`src/hfcd_regs.vh`:
```
/*
  Constants for the half-precision decoder and its register map.
  Assumes inclusion by bare name from the design files.
*/
`ifndef HFCD_REGS_VH
`define HFCD_REGS_VH
`define HFCD_ADDR_FP_FLAGS 12'h001
`define HFCD_ADDR_FP_ROUND 12'h002
`define HFCD_ADDR_FP_COMBINED 12'h003
`define HFCD_ADDR_CYCLE 12'hC00
`define HFCD_ADDR_TIME 12'hC01
`define HFCD_ADDR_RETIRED_LOW 12'hC02
`define HFCD_ADDR_CYCLE_HIGH 12'hC80
`define HFCD_ADDR_TIME_HIGH 12'hC81
`define HFCD_ADDR_RETIRED_HIGH 12'hC82
`define HFCD_FLAGS_RESET 5'h00
`define HFCD_ROUND_RESET 3'h0
`define HFCD_ROUND_DYNAMIC 3'h7
`define HFCD_OP_LOAD 7'h07
`define HFCD_OP_STORE 7'h27
`define HFCD_OP_MADD 7'h43
`define HFCD_OP_MSUB 7'h47
`define HFCD_OP_NMSUB 7'h4B
`define HFCD_OP_NMADD 7'h4F
`define HFCD_OP_FP 7'h53
`define HFCD_OP_SYSTEM 7'h73
`define HFCD_WIDTH_HALF 3'h1
`define HFCD_FMT_HALF 2'h2
`define HFCD_F7_ADD 7'h02
`define HFCD_F7_SUB 7'h06
`define HFCD_F7_MUL 7'h0A
`define HFCD_F7_DIV 7'h0E
`define HFCD_F7_SQRT 7'h2E
`define HFCD_F7_SGNJ 7'h12
`define HFCD_F7_MINMAX 7'h16
`define HFCD_F7_TO_S 7'h20
`define HFCD_F7_TO_D 7'h21
`define HFCD_F7_TO_Q 7'h23
`define HFCD_F7_FROM_OTHER 7'h22
`define HFCD_F7_CMP 7'h52
`define HFCD_F7_CLASS_MVX 7'h72
`define HFCD_F7_TO_INT 7'h62
`define HFCD_F7_FROM_INT 7'h6A
`define HFCD_F7_MV_FROM_X 7'h7A
`define HFCD_F12_WAIT_NO_TIMEOUT 12'h00D
`define HFCD_F12_WAIT_SHORT_TIMEOUT 12'h01D
`define HFCD_CLS_NONE 4'h0
`define HFCD_CLS_LOAD 4'h1
`define HFCD_CLS_STORE 4'h2
`define HFCD_CLS_FMA 4'h3
`define HFCD_CLS_ARITH 4'h4
`define HFCD_CLS_SGNJ 4'h5
`define HFCD_CLS_MINMAX 4'h6
`define HFCD_CLS_CMP 4'h7
`define HFCD_CLS_CLASS 4'h8
`define HFCD_CLS_MOVE 4'h9
`define HFCD_CLS_CVT 4'hA
`define HFCD_CLS_WAIT_NO_TIMEOUT 4'hB
`define HFCD_CLS_WAIT_SHORT_TIMEOUT 4'hC
`endif

```
`src/hfcd_counter64.v`:
```
/*
  A 64-bit counter with a count enable, shared by the cycle,
  time and retired-instruction counts. Assumes one clock.
*/
`timescale 1ns/1ps
`default_nettype none
module hfcd_counter64 (
  input wire clk_sys,
  input wire reset_n,
  input wire countEn,
  output reg [63:0] count
);
  always @(posedge clk_sys) begin
    if (!reset_n) begin
      count <= 64'h0000000000000000;
    end else if (countEn) begin
      count <= count + 64'h0000000000000001;
    end
  end
endmodule // hfcd_counter64
`default_nettype wire

```
`src/hfcd_half_float_csr_decoder.v`:
```
/*
  Half-precision and wait-on-reservation decoder with the unprivileged
  register map. Assumes the fetch stage presents one instruction per
  instrValid cycle and the hart supplies retire and timer tick pulses.
*/
`timescale 1ns/1ps
`default_nettype none
`include "hfcd_regs.vh"
// How it works
// - Only allocated register numbers resolve
// - Only counter, timer, float registers exist
// - 0x001 holds read-write accrued flags
// - 0x002 holds rounding mode; dynamic uses it
// - 0x003 combines mode and flags, both written
// - 0xC00 read-only cycle count
// - 0xC01 read-only timer value
// - 0xC02 read-only retired count
// - 0xC80-0xC82 upper halves, 32-bit only
// - Long conversions only on 64-bit base
module hfcd_half_float_csr_decoder (
  input wire clk_sys,
  input wire reset_n,
  input wire is64Bit,
  input wire instrValid,
  input wire [31:0] instr,
  output reg decodeValid,
  output reg [3:0] opClass,
  output reg [6:0] opFunct7,
  output reg [2:0] opMinor,
  output reg opUnsigned,
  output reg opIllegal,
  output reg [2:0] effRoundMode,
  input wire csrRead,
  input wire csrWrite,
  input wire [11:0] csrAddr,
  input wire [31:0] csrWdata,
  output reg [31:0] csrRdata,
  output reg csrError,
  input wire fpFlagsSet,
  input wire [4:0] fpFlagsIn,
  input wire retirePulse,
  input wire timeTick
);
  wire [6:0] opcode = instr[6:0];
  wire [4:0] rd = instr[11:7];
  wire [2:0] funct3 = instr[14:12];
  wire [4:0] rs1 = instr[19:15];
  wire [4:0] rs2 = instr[24:20];
  wire [6:0] funct7 = instr[31:25];
  wire [11:0] funct12 = instr[31:20];
  reg [4:0] fpFlags;
  reg [2:0] roundMode;
  wire [63:0] cycleCount;
  wire [63:0] timeCount;
  wire [63:0] retiredCount;
  reg [3:0] next_class;
  reg next_illegal;
  reg [31:0] next_rdata;
  reg next_error;
  reg roundFieldUsed;

  hfcd_counter64 uCycle (
    .clk_sys(clk_sys),
    .reset_n(reset_n),
    .countEn(1'b1),
    .count(cycleCount)
  );
  hfcd_counter64 uTime (
    .clk_sys(clk_sys),
    .reset_n(reset_n),
    .countEn(timeTick),
    .count(timeCount)
  );
  hfcd_counter64 uRetired (
    .clk_sys(clk_sys),
    .reset_n(reset_n),
    .countEn(retirePulse),
    .count(retiredCount)
  );

  always @* begin
    next_class = `HFCD_CLS_NONE;
    roundFieldUsed = 1'b0;
    case (opcode)
      `HFCD_OP_LOAD: begin
        if (funct3 == `HFCD_WIDTH_HALF) next_class = `HFCD_CLS_LOAD;
      end
      `HFCD_OP_STORE: begin
        if (funct3 == `HFCD_WIDTH_HALF) next_class = `HFCD_CLS_STORE;
      end
      `HFCD_OP_MADD, `HFCD_OP_MSUB, `HFCD_OP_NMSUB, `HFCD_OP_NMADD: begin
        if (instr[26:25] == `HFCD_FMT_HALF) begin
          next_class = `HFCD_CLS_FMA;
          roundFieldUsed = 1'b1;
        end
      end
      `HFCD_OP_FP: begin
        case (funct7)
          `HFCD_F7_ADD, `HFCD_F7_SUB, `HFCD_F7_MUL, `HFCD_F7_DIV: begin
            next_class = `HFCD_CLS_ARITH;
            roundFieldUsed = 1'b1;
          end
          `HFCD_F7_SQRT: begin
            if (rs2 == 5'h00) begin
              next_class = `HFCD_CLS_ARITH;
              roundFieldUsed = 1'b1;
            end
          end
          `HFCD_F7_SGNJ: begin
            if (funct3 <= 3'h2) next_class = `HFCD_CLS_SGNJ;
          end
          `HFCD_F7_MINMAX: begin
            if (funct3 <= 3'h1) next_class = `HFCD_CLS_MINMAX;
          end
          `HFCD_F7_CMP: begin
            if (funct3 <= 3'h2) next_class = `HFCD_CLS_CMP;
          end
          `HFCD_F7_CLASS_MVX: begin
            if (rs2 == 5'h00 && funct3 == 3'h1) next_class = `HFCD_CLS_CLASS;
            else if (rs2 == 5'h00 && funct3 == 3'h0) next_class = `HFCD_CLS_MOVE;
          end
          `HFCD_F7_MV_FROM_X: begin
            if (rs2 == 5'h00 && funct3 == 3'h0) next_class = `HFCD_CLS_MOVE;
          end
          `HFCD_F7_TO_S, `HFCD_F7_TO_D, `HFCD_F7_TO_Q: begin
            if (rs2 == 5'h02) begin
              next_class = `HFCD_CLS_CVT;
              roundFieldUsed = 1'b1;
            end
          end
          `HFCD_F7_FROM_OTHER: begin
            if (rs2 == 5'h00 || rs2 == 5'h01 || rs2 == 5'h03) begin
              next_class = `HFCD_CLS_CVT;
              roundFieldUsed = 1'b1;
            end
          end
          `HFCD_F7_TO_INT, `HFCD_F7_FROM_INT: begin
            // Word forms always; long forms only with a 64-bit base
            if (rs2[4:1] == 4'h0 || (is64Bit && rs2[4:1] == 4'h1)) begin
              next_class = `HFCD_CLS_CVT;
              roundFieldUsed = 1'b1;
            end
          end
          default: next_class = `HFCD_CLS_NONE;
        endcase
      end
      `HFCD_OP_SYSTEM: begin
        if (rd == 5'h00 && rs1 == 5'h00 && funct3 == 3'h0) begin
          if (funct12 == `HFCD_F12_WAIT_NO_TIMEOUT) begin
            next_class = `HFCD_CLS_WAIT_NO_TIMEOUT;
          end else if (funct12 == `HFCD_F12_WAIT_SHORT_TIMEOUT) begin
            next_class = `HFCD_CLS_WAIT_SHORT_TIMEOUT;
          end
        end
      end
      default: next_class = `HFCD_CLS_NONE;
    endcase
    next_illegal = (next_class == `HFCD_CLS_NONE);
    // Reserved rounding codes 5 and 6, or dynamic with a bad stored mode
    if (roundFieldUsed) begin
      if (funct3 == 3'h5 || funct3 == 3'h6) next_illegal = 1'b1;
      if (funct3 == `HFCD_ROUND_DYNAMIC && roundMode > 3'h4) next_illegal = 1'b1;
    end
  end

  always @(posedge clk_sys) begin
    if (!reset_n) begin
      decodeValid <= 1'b0;
      opClass <= `HFCD_CLS_NONE;
      opFunct7 <= 7'h00;
      opMinor <= 3'h0;
      opUnsigned <= 1'b0;
      opIllegal <= 1'b0;
      effRoundMode <= `HFCD_ROUND_RESET;
    end else begin
      decodeValid <= instrValid;
      if (instrValid) begin
        opClass <= next_class;
        opFunct7 <= funct7;
        opMinor <= funct3;
        opUnsigned <= instr[20];
        opIllegal <= next_illegal;
        effRoundMode <= (funct3 == `HFCD_ROUND_DYNAMIC) ? roundMode : funct3;
      end
    end
  end

  always @* begin
    next_rdata = 32'h00000000;
    next_error = 1'b0;
    case (csrAddr)
      `HFCD_ADDR_FP_FLAGS: next_rdata = {27'h0000000, fpFlags};
      `HFCD_ADDR_FP_ROUND: next_rdata = {29'h00000000, roundMode};
      `HFCD_ADDR_FP_COMBINED: next_rdata = {24'h000000, roundMode, fpFlags};
      `HFCD_ADDR_CYCLE: next_rdata = cycleCount[31:0];
      `HFCD_ADDR_TIME: next_rdata = timeCount[31:0];
      `HFCD_ADDR_RETIRED_LOW: next_rdata = retiredCount[31:0];
      `HFCD_ADDR_CYCLE_HIGH: begin
        next_rdata = cycleCount[63:32];
        next_error = is64Bit;
      end
      `HFCD_ADDR_TIME_HIGH: begin
        next_rdata = timeCount[63:32];
        next_error = is64Bit;
      end
      `HFCD_ADDR_RETIRED_HIGH: begin
        next_rdata = retiredCount[63:32];
        next_error = is64Bit;
      end
      default: next_error = 1'b1;
    endcase
    // Counters are read-only, so any write to them is refused
    if (csrWrite && csrAddr[11:10] == 2'h3) next_error = 1'b1;
    if (next_error) next_rdata = 32'h00000000;
  end

  always @(posedge clk_sys) begin
    if (!reset_n) begin
      csrRdata <= 32'h00000000;
      csrError <= 1'b0;
      fpFlags <= `HFCD_FLAGS_RESET;
      roundMode <= `HFCD_ROUND_RESET;
    end else begin
      if (csrRead || csrWrite) begin
        csrRdata <= next_rdata;
        csrError <= next_error;
      end
      // A software write and a hardware flag event in one cycle merge
      if (csrWrite && !next_error && csrAddr == `HFCD_ADDR_FP_FLAGS) begin
        fpFlags <= csrWdata[4:0] | (fpFlagsSet ? fpFlagsIn : 5'h00);
      end else if (csrWrite && !next_error && csrAddr == `HFCD_ADDR_FP_COMBINED) begin
        fpFlags <= csrWdata[4:0] | (fpFlagsSet ? fpFlagsIn : 5'h00);
      end else if (fpFlagsSet) begin
        fpFlags <= fpFlags | fpFlagsIn;
      end
      if (csrWrite && !next_error && csrAddr == `HFCD_ADDR_FP_ROUND) begin
        roundMode <= csrWdata[2:0];
      end else if (csrWrite && !next_error && csrAddr == `HFCD_ADDR_FP_COMBINED) begin
        roundMode <= csrWdata[7:5];
      end
    end
  end
endmodule // hfcd_half_float_csr_decoder
`default_nettype wire

```
`config.mk`:
```
export PLATFORM = sky130hd
export DESIGN_NAME = hfcd_half_float_csr_decoder
export DESIGN_NICKNAME = d
export VERILOG_FILES = /design/src/hfcd_counter64.v /design/src/hfcd_half_float_csr_decoder.v
export VERILOG_INCLUDE_DIRS = /design/src
export SDC_FILE = /design/constraint.sdc
export NUM_CORES = 1
export LEC_CHECK = 0
export ABC_AREA = 1
export ABC_CLOCK_PERIOD_IN_PS = 1700
export BUFFER_PORTS_ARGS = -buffer_cell sky130_fd_sc_hd__buf_2
export CAP_MARGIN = 15
export CORE_MARGIN = 8
export CORE_UTILIZATION = 25
export DETAILED_ROUTE_END_ITERATION = 10
export PLACE_DENSITY_LB_ADDON = 0.2
export SYNTH_ARGS = -nofsm -noshare
export SYNTH_HDL_FRONTEND = slang
export SYNTH_SLANG_ARGS = --single-unit
```
`constraint.sdc`:
```
create_clock -name clk_sys -period 1.7 [get_ports clk_sys]
set_input_delay 0.085 -clock clk_sys [delete_from_list [all_inputs] [get_ports clk_sys]]
set_output_delay 0.085 -clock clk_sys [all_outputs]
set_load 0.02 [all_outputs]
```
==> results.yml <==
yosys:
  synth_warnings: 0
  netlist.area_leader.share_pct: 34.3
  synth_seq_cells: 253
  synthDistinctLibCells: 55
  ys_seq_area_share_pct: 34.3
  post_synth_main_area_contributors: "dfxtp_1 (34%), nand2_1 (10%), inv_1 (7.9%), nor2_1 (7.5%), a21oi_1 (5.4%)"
  synthesis.area_um2: 14800
  post-synth-top-area-cell: "dfxtp_1"
  syn_nets: 2359
  netlist_instances: 2266
  avgSynthCellArea_um2: 6.52
floorplanning:
  io_pins: 143
  num_rows: 89
  coreArea_um2: 58700
  die_y_um: 259
  start_util_pct: 25.2
  die_area_um2: 67100
  die_w_um: 259
sta:
  fin_crit_ps: 1920
  period_share_pct: 113
  rsz0062_at_grt: "true"
  slew_headroom_pct: 46.8
  fin_tns_setup_ps: -5220
  worst_pin_slew_ps: 798
  whs_ps: 9.24
  maxSlewViolCount: 0
  fin_worst_skew_ps: 23.4
  postLayoutSetupSlackWorst_ps: -216
  timing_hold_violations_final: 0
  setup_viol: 64
  max_freq_mhz: 522
final_layout:
  multiInputGateArea_um2: 10800
  drive_gt1_share_pct: 48.0
  final_cell_mix: "buf_4 (630), nand2_1 (311), inv_1 (262), nor2_1 (190), dfxtp_1 (150)"
  area_delta_synth_final_pct: 78.6
  fillers: 5867
  finalNetCount: 3218
  antenna_cells: 0
  seqCellArea_um2: 5280
  final_common_cell: "buf_4"
routing:
  drt_iter0_drc: 1362
  drt_first_pass_iters: 6
  drcViolationCount: 0
  drt-vias-per-instance: 4.90
  antenna_left: 0
  routed_wl_um: 76400
  vias: 19236
  wl_per_cell_um: 19.5
outcome:
  status: "complete, but fails checks"
  failed_checks: "setup timing"
setup_path:
  end_kind: "flop"
  start_kind: "flop"
  path_max_fanout: 4
  worstPathArrival_ps: 2410
  path_class: "flop to flop"
  critPathRequiredTime_ps: 2190
global_route:
  grt_start_max_net_pins: 55
  overflow: 0
  antenna_found_initial: 0
  grt_pass1_vias: 18903
  grtUsageTotal_pct: 21.7
  grt_first_pass_wirelength_um: 113000
placed_design:
  io_buffers: 118
  gp_congestion: 0.927
  hpwl_um: 59200
  pre_cts_ws_ps: -311
clock_tree:
  cts_tree: "yes"
  clock_latency_ps: 560
  htree_levels: 2
  cts-root-buf: "clkbuf_16"
  clk_pin_slew_ps: 70
  cts_buffers: 35
  cts_sinks: 253
  cts_max_path_buffers: 3
pwr:
  irDropWorstVdd_uv: 635
  leakage_nw: 11.2
  p_total_mw: 14.6
  power_density_nw_per_um2: 553
min_path:
  hp-class: "input pin to flop"
run:
  cap_violations: 0
-- flip-flops by register name, summed over array words and instances, names as in the netlist --
name,count
csrError,1
csrRdata,32
decodeValid,1
effRoundMode,3
fpFlags,5
opClass,4
opFunct7,7
opIllegal,1
opMinor,3
opUnsigned,1
roundMode,3
uCycle.count,64
uRetired.count,64
uTime.count,64
-- Yosys cell counts (all sizes together) --
master	count
a221oi	1
nor4	41
o2111ai	2
a21oi	161
clkinv	1
nand3	145
nor2	326
a211oi	3
and2	1
nand2	406
xnor2	4
o21bai	1
nand4	68
o22ai	67
o21ai	137
clkbuf	42
inv	325
o311ai	1
buf	15
o31ai	26
nor3b	9
a32o	1
ha	3
nand3b	9
o21a	8
a22o	3
a31oi	8
or3	3
xor2	33
dfxtp	253
or2	5
o211a	1
nor3	157
-- critical path: stages, from the launching register on --
cell and delay [ps]:
dfxtp_4 370, ha_4 140, nand2_2 70, nor2_2 100
nand2_2 80, nor2_4 110, buf_6 120, nand2_4 50
nor2_4 170, inv_2 80, nor2_4 150, nand3_4 120
o21ai_1 140, nor3b_2 160
-- metal layers --
| layer | track usage [%] | share of wire [%] |
|---|---|---|
| met3 | 3.46 | 6.2 |
| met4 | 7.25 | 3.5 |
| met2 | 36.2 | 47 |
| met1 | 28.3 | 43 |
| met5 | 0 | 0 |
-- through the flow --
| step | instances | instance area, um2 | util [%] |
|---|---|---|---|
| final | 3924 | 26400 | 45.0 |
| after global routing | 3924 | 26400 | 45.0 |
| after CTS | 3872 | 24200 | 41.3 |
| after detailed placement | 3711 | 20900 | 35.6 |
| after global placement | 3711 | 20900 | 35.6 |
| after floorplan | 2266 | 14800 | - |
-- area by class of cell --
type | count | share of cell area, %
Clock buffer | 57 | 4.21
Sequential cell | 253 | 20.0
Inverter | 326 | 4.77
Multi-Input combinational cell | 1630 | 40.9
Timing Repair Buffer | 879 | 26.1
Tap cell | 773 | 3.67
Clock inverter | 6 | 0.322
-- where the power goes --
part,internal [mW],total [mW],switching (mW)
Sequential,5.93,5.96,0.0340
Combinational,0.313,0.805,0.492
Clock,4.76,7.83,3.06
Total,11.0,14.6,3.59
-- cell families (layout without fill, tap and decap cells) --
kind of cell | after synthesis | count (layout) | synth area share (%)
AND/OR/NAND/NOR | 1170 | 1170 | 37.4
AO/OA/AOI/OAI | 420 | 420 | 15.9
buffers and inverters | 383 | 1268 | 9.98
flip-flops | 253 | 253 | 34.3
XOR/XNOR | 37 | 37 | 2.19
adder cells (fa/ha/maj) | 3 | 3 | 0.254
-- timing repair --
action / 4_1_cts / 5_1_grt
endpoints found under the hold margin: 36 / 0
setup buffers: 63 / 73
resized for setup: 388 / 497
hold buffers: 39 / 0
setup endpoints to repair: 127 / 152
pin swaps: 123 / 211
-- path summary, 6_finish.rpt --
check,start,endpoint,cells past startpoint,slack [ps]
worst min register to register,uCycle.count[62]$_SDFF_PN0_,uCycle.count[62]$_SDFF_PN0_,2,450
worst max-delay path,uCycle.count[0]$_SDFF_PN0_,uCycle.count[46]$_SDFF_PN0_,13,-220
worst min-delay path,instr[20],opUnsigned$_SDFFE_PN0P_,2,9
worst max register to register,uCycle.count[0]$_SDFF_PN0_,uCycle.count[46]$_SDFF_PN0_,13,-220
(Power assumes the default switching activity.)
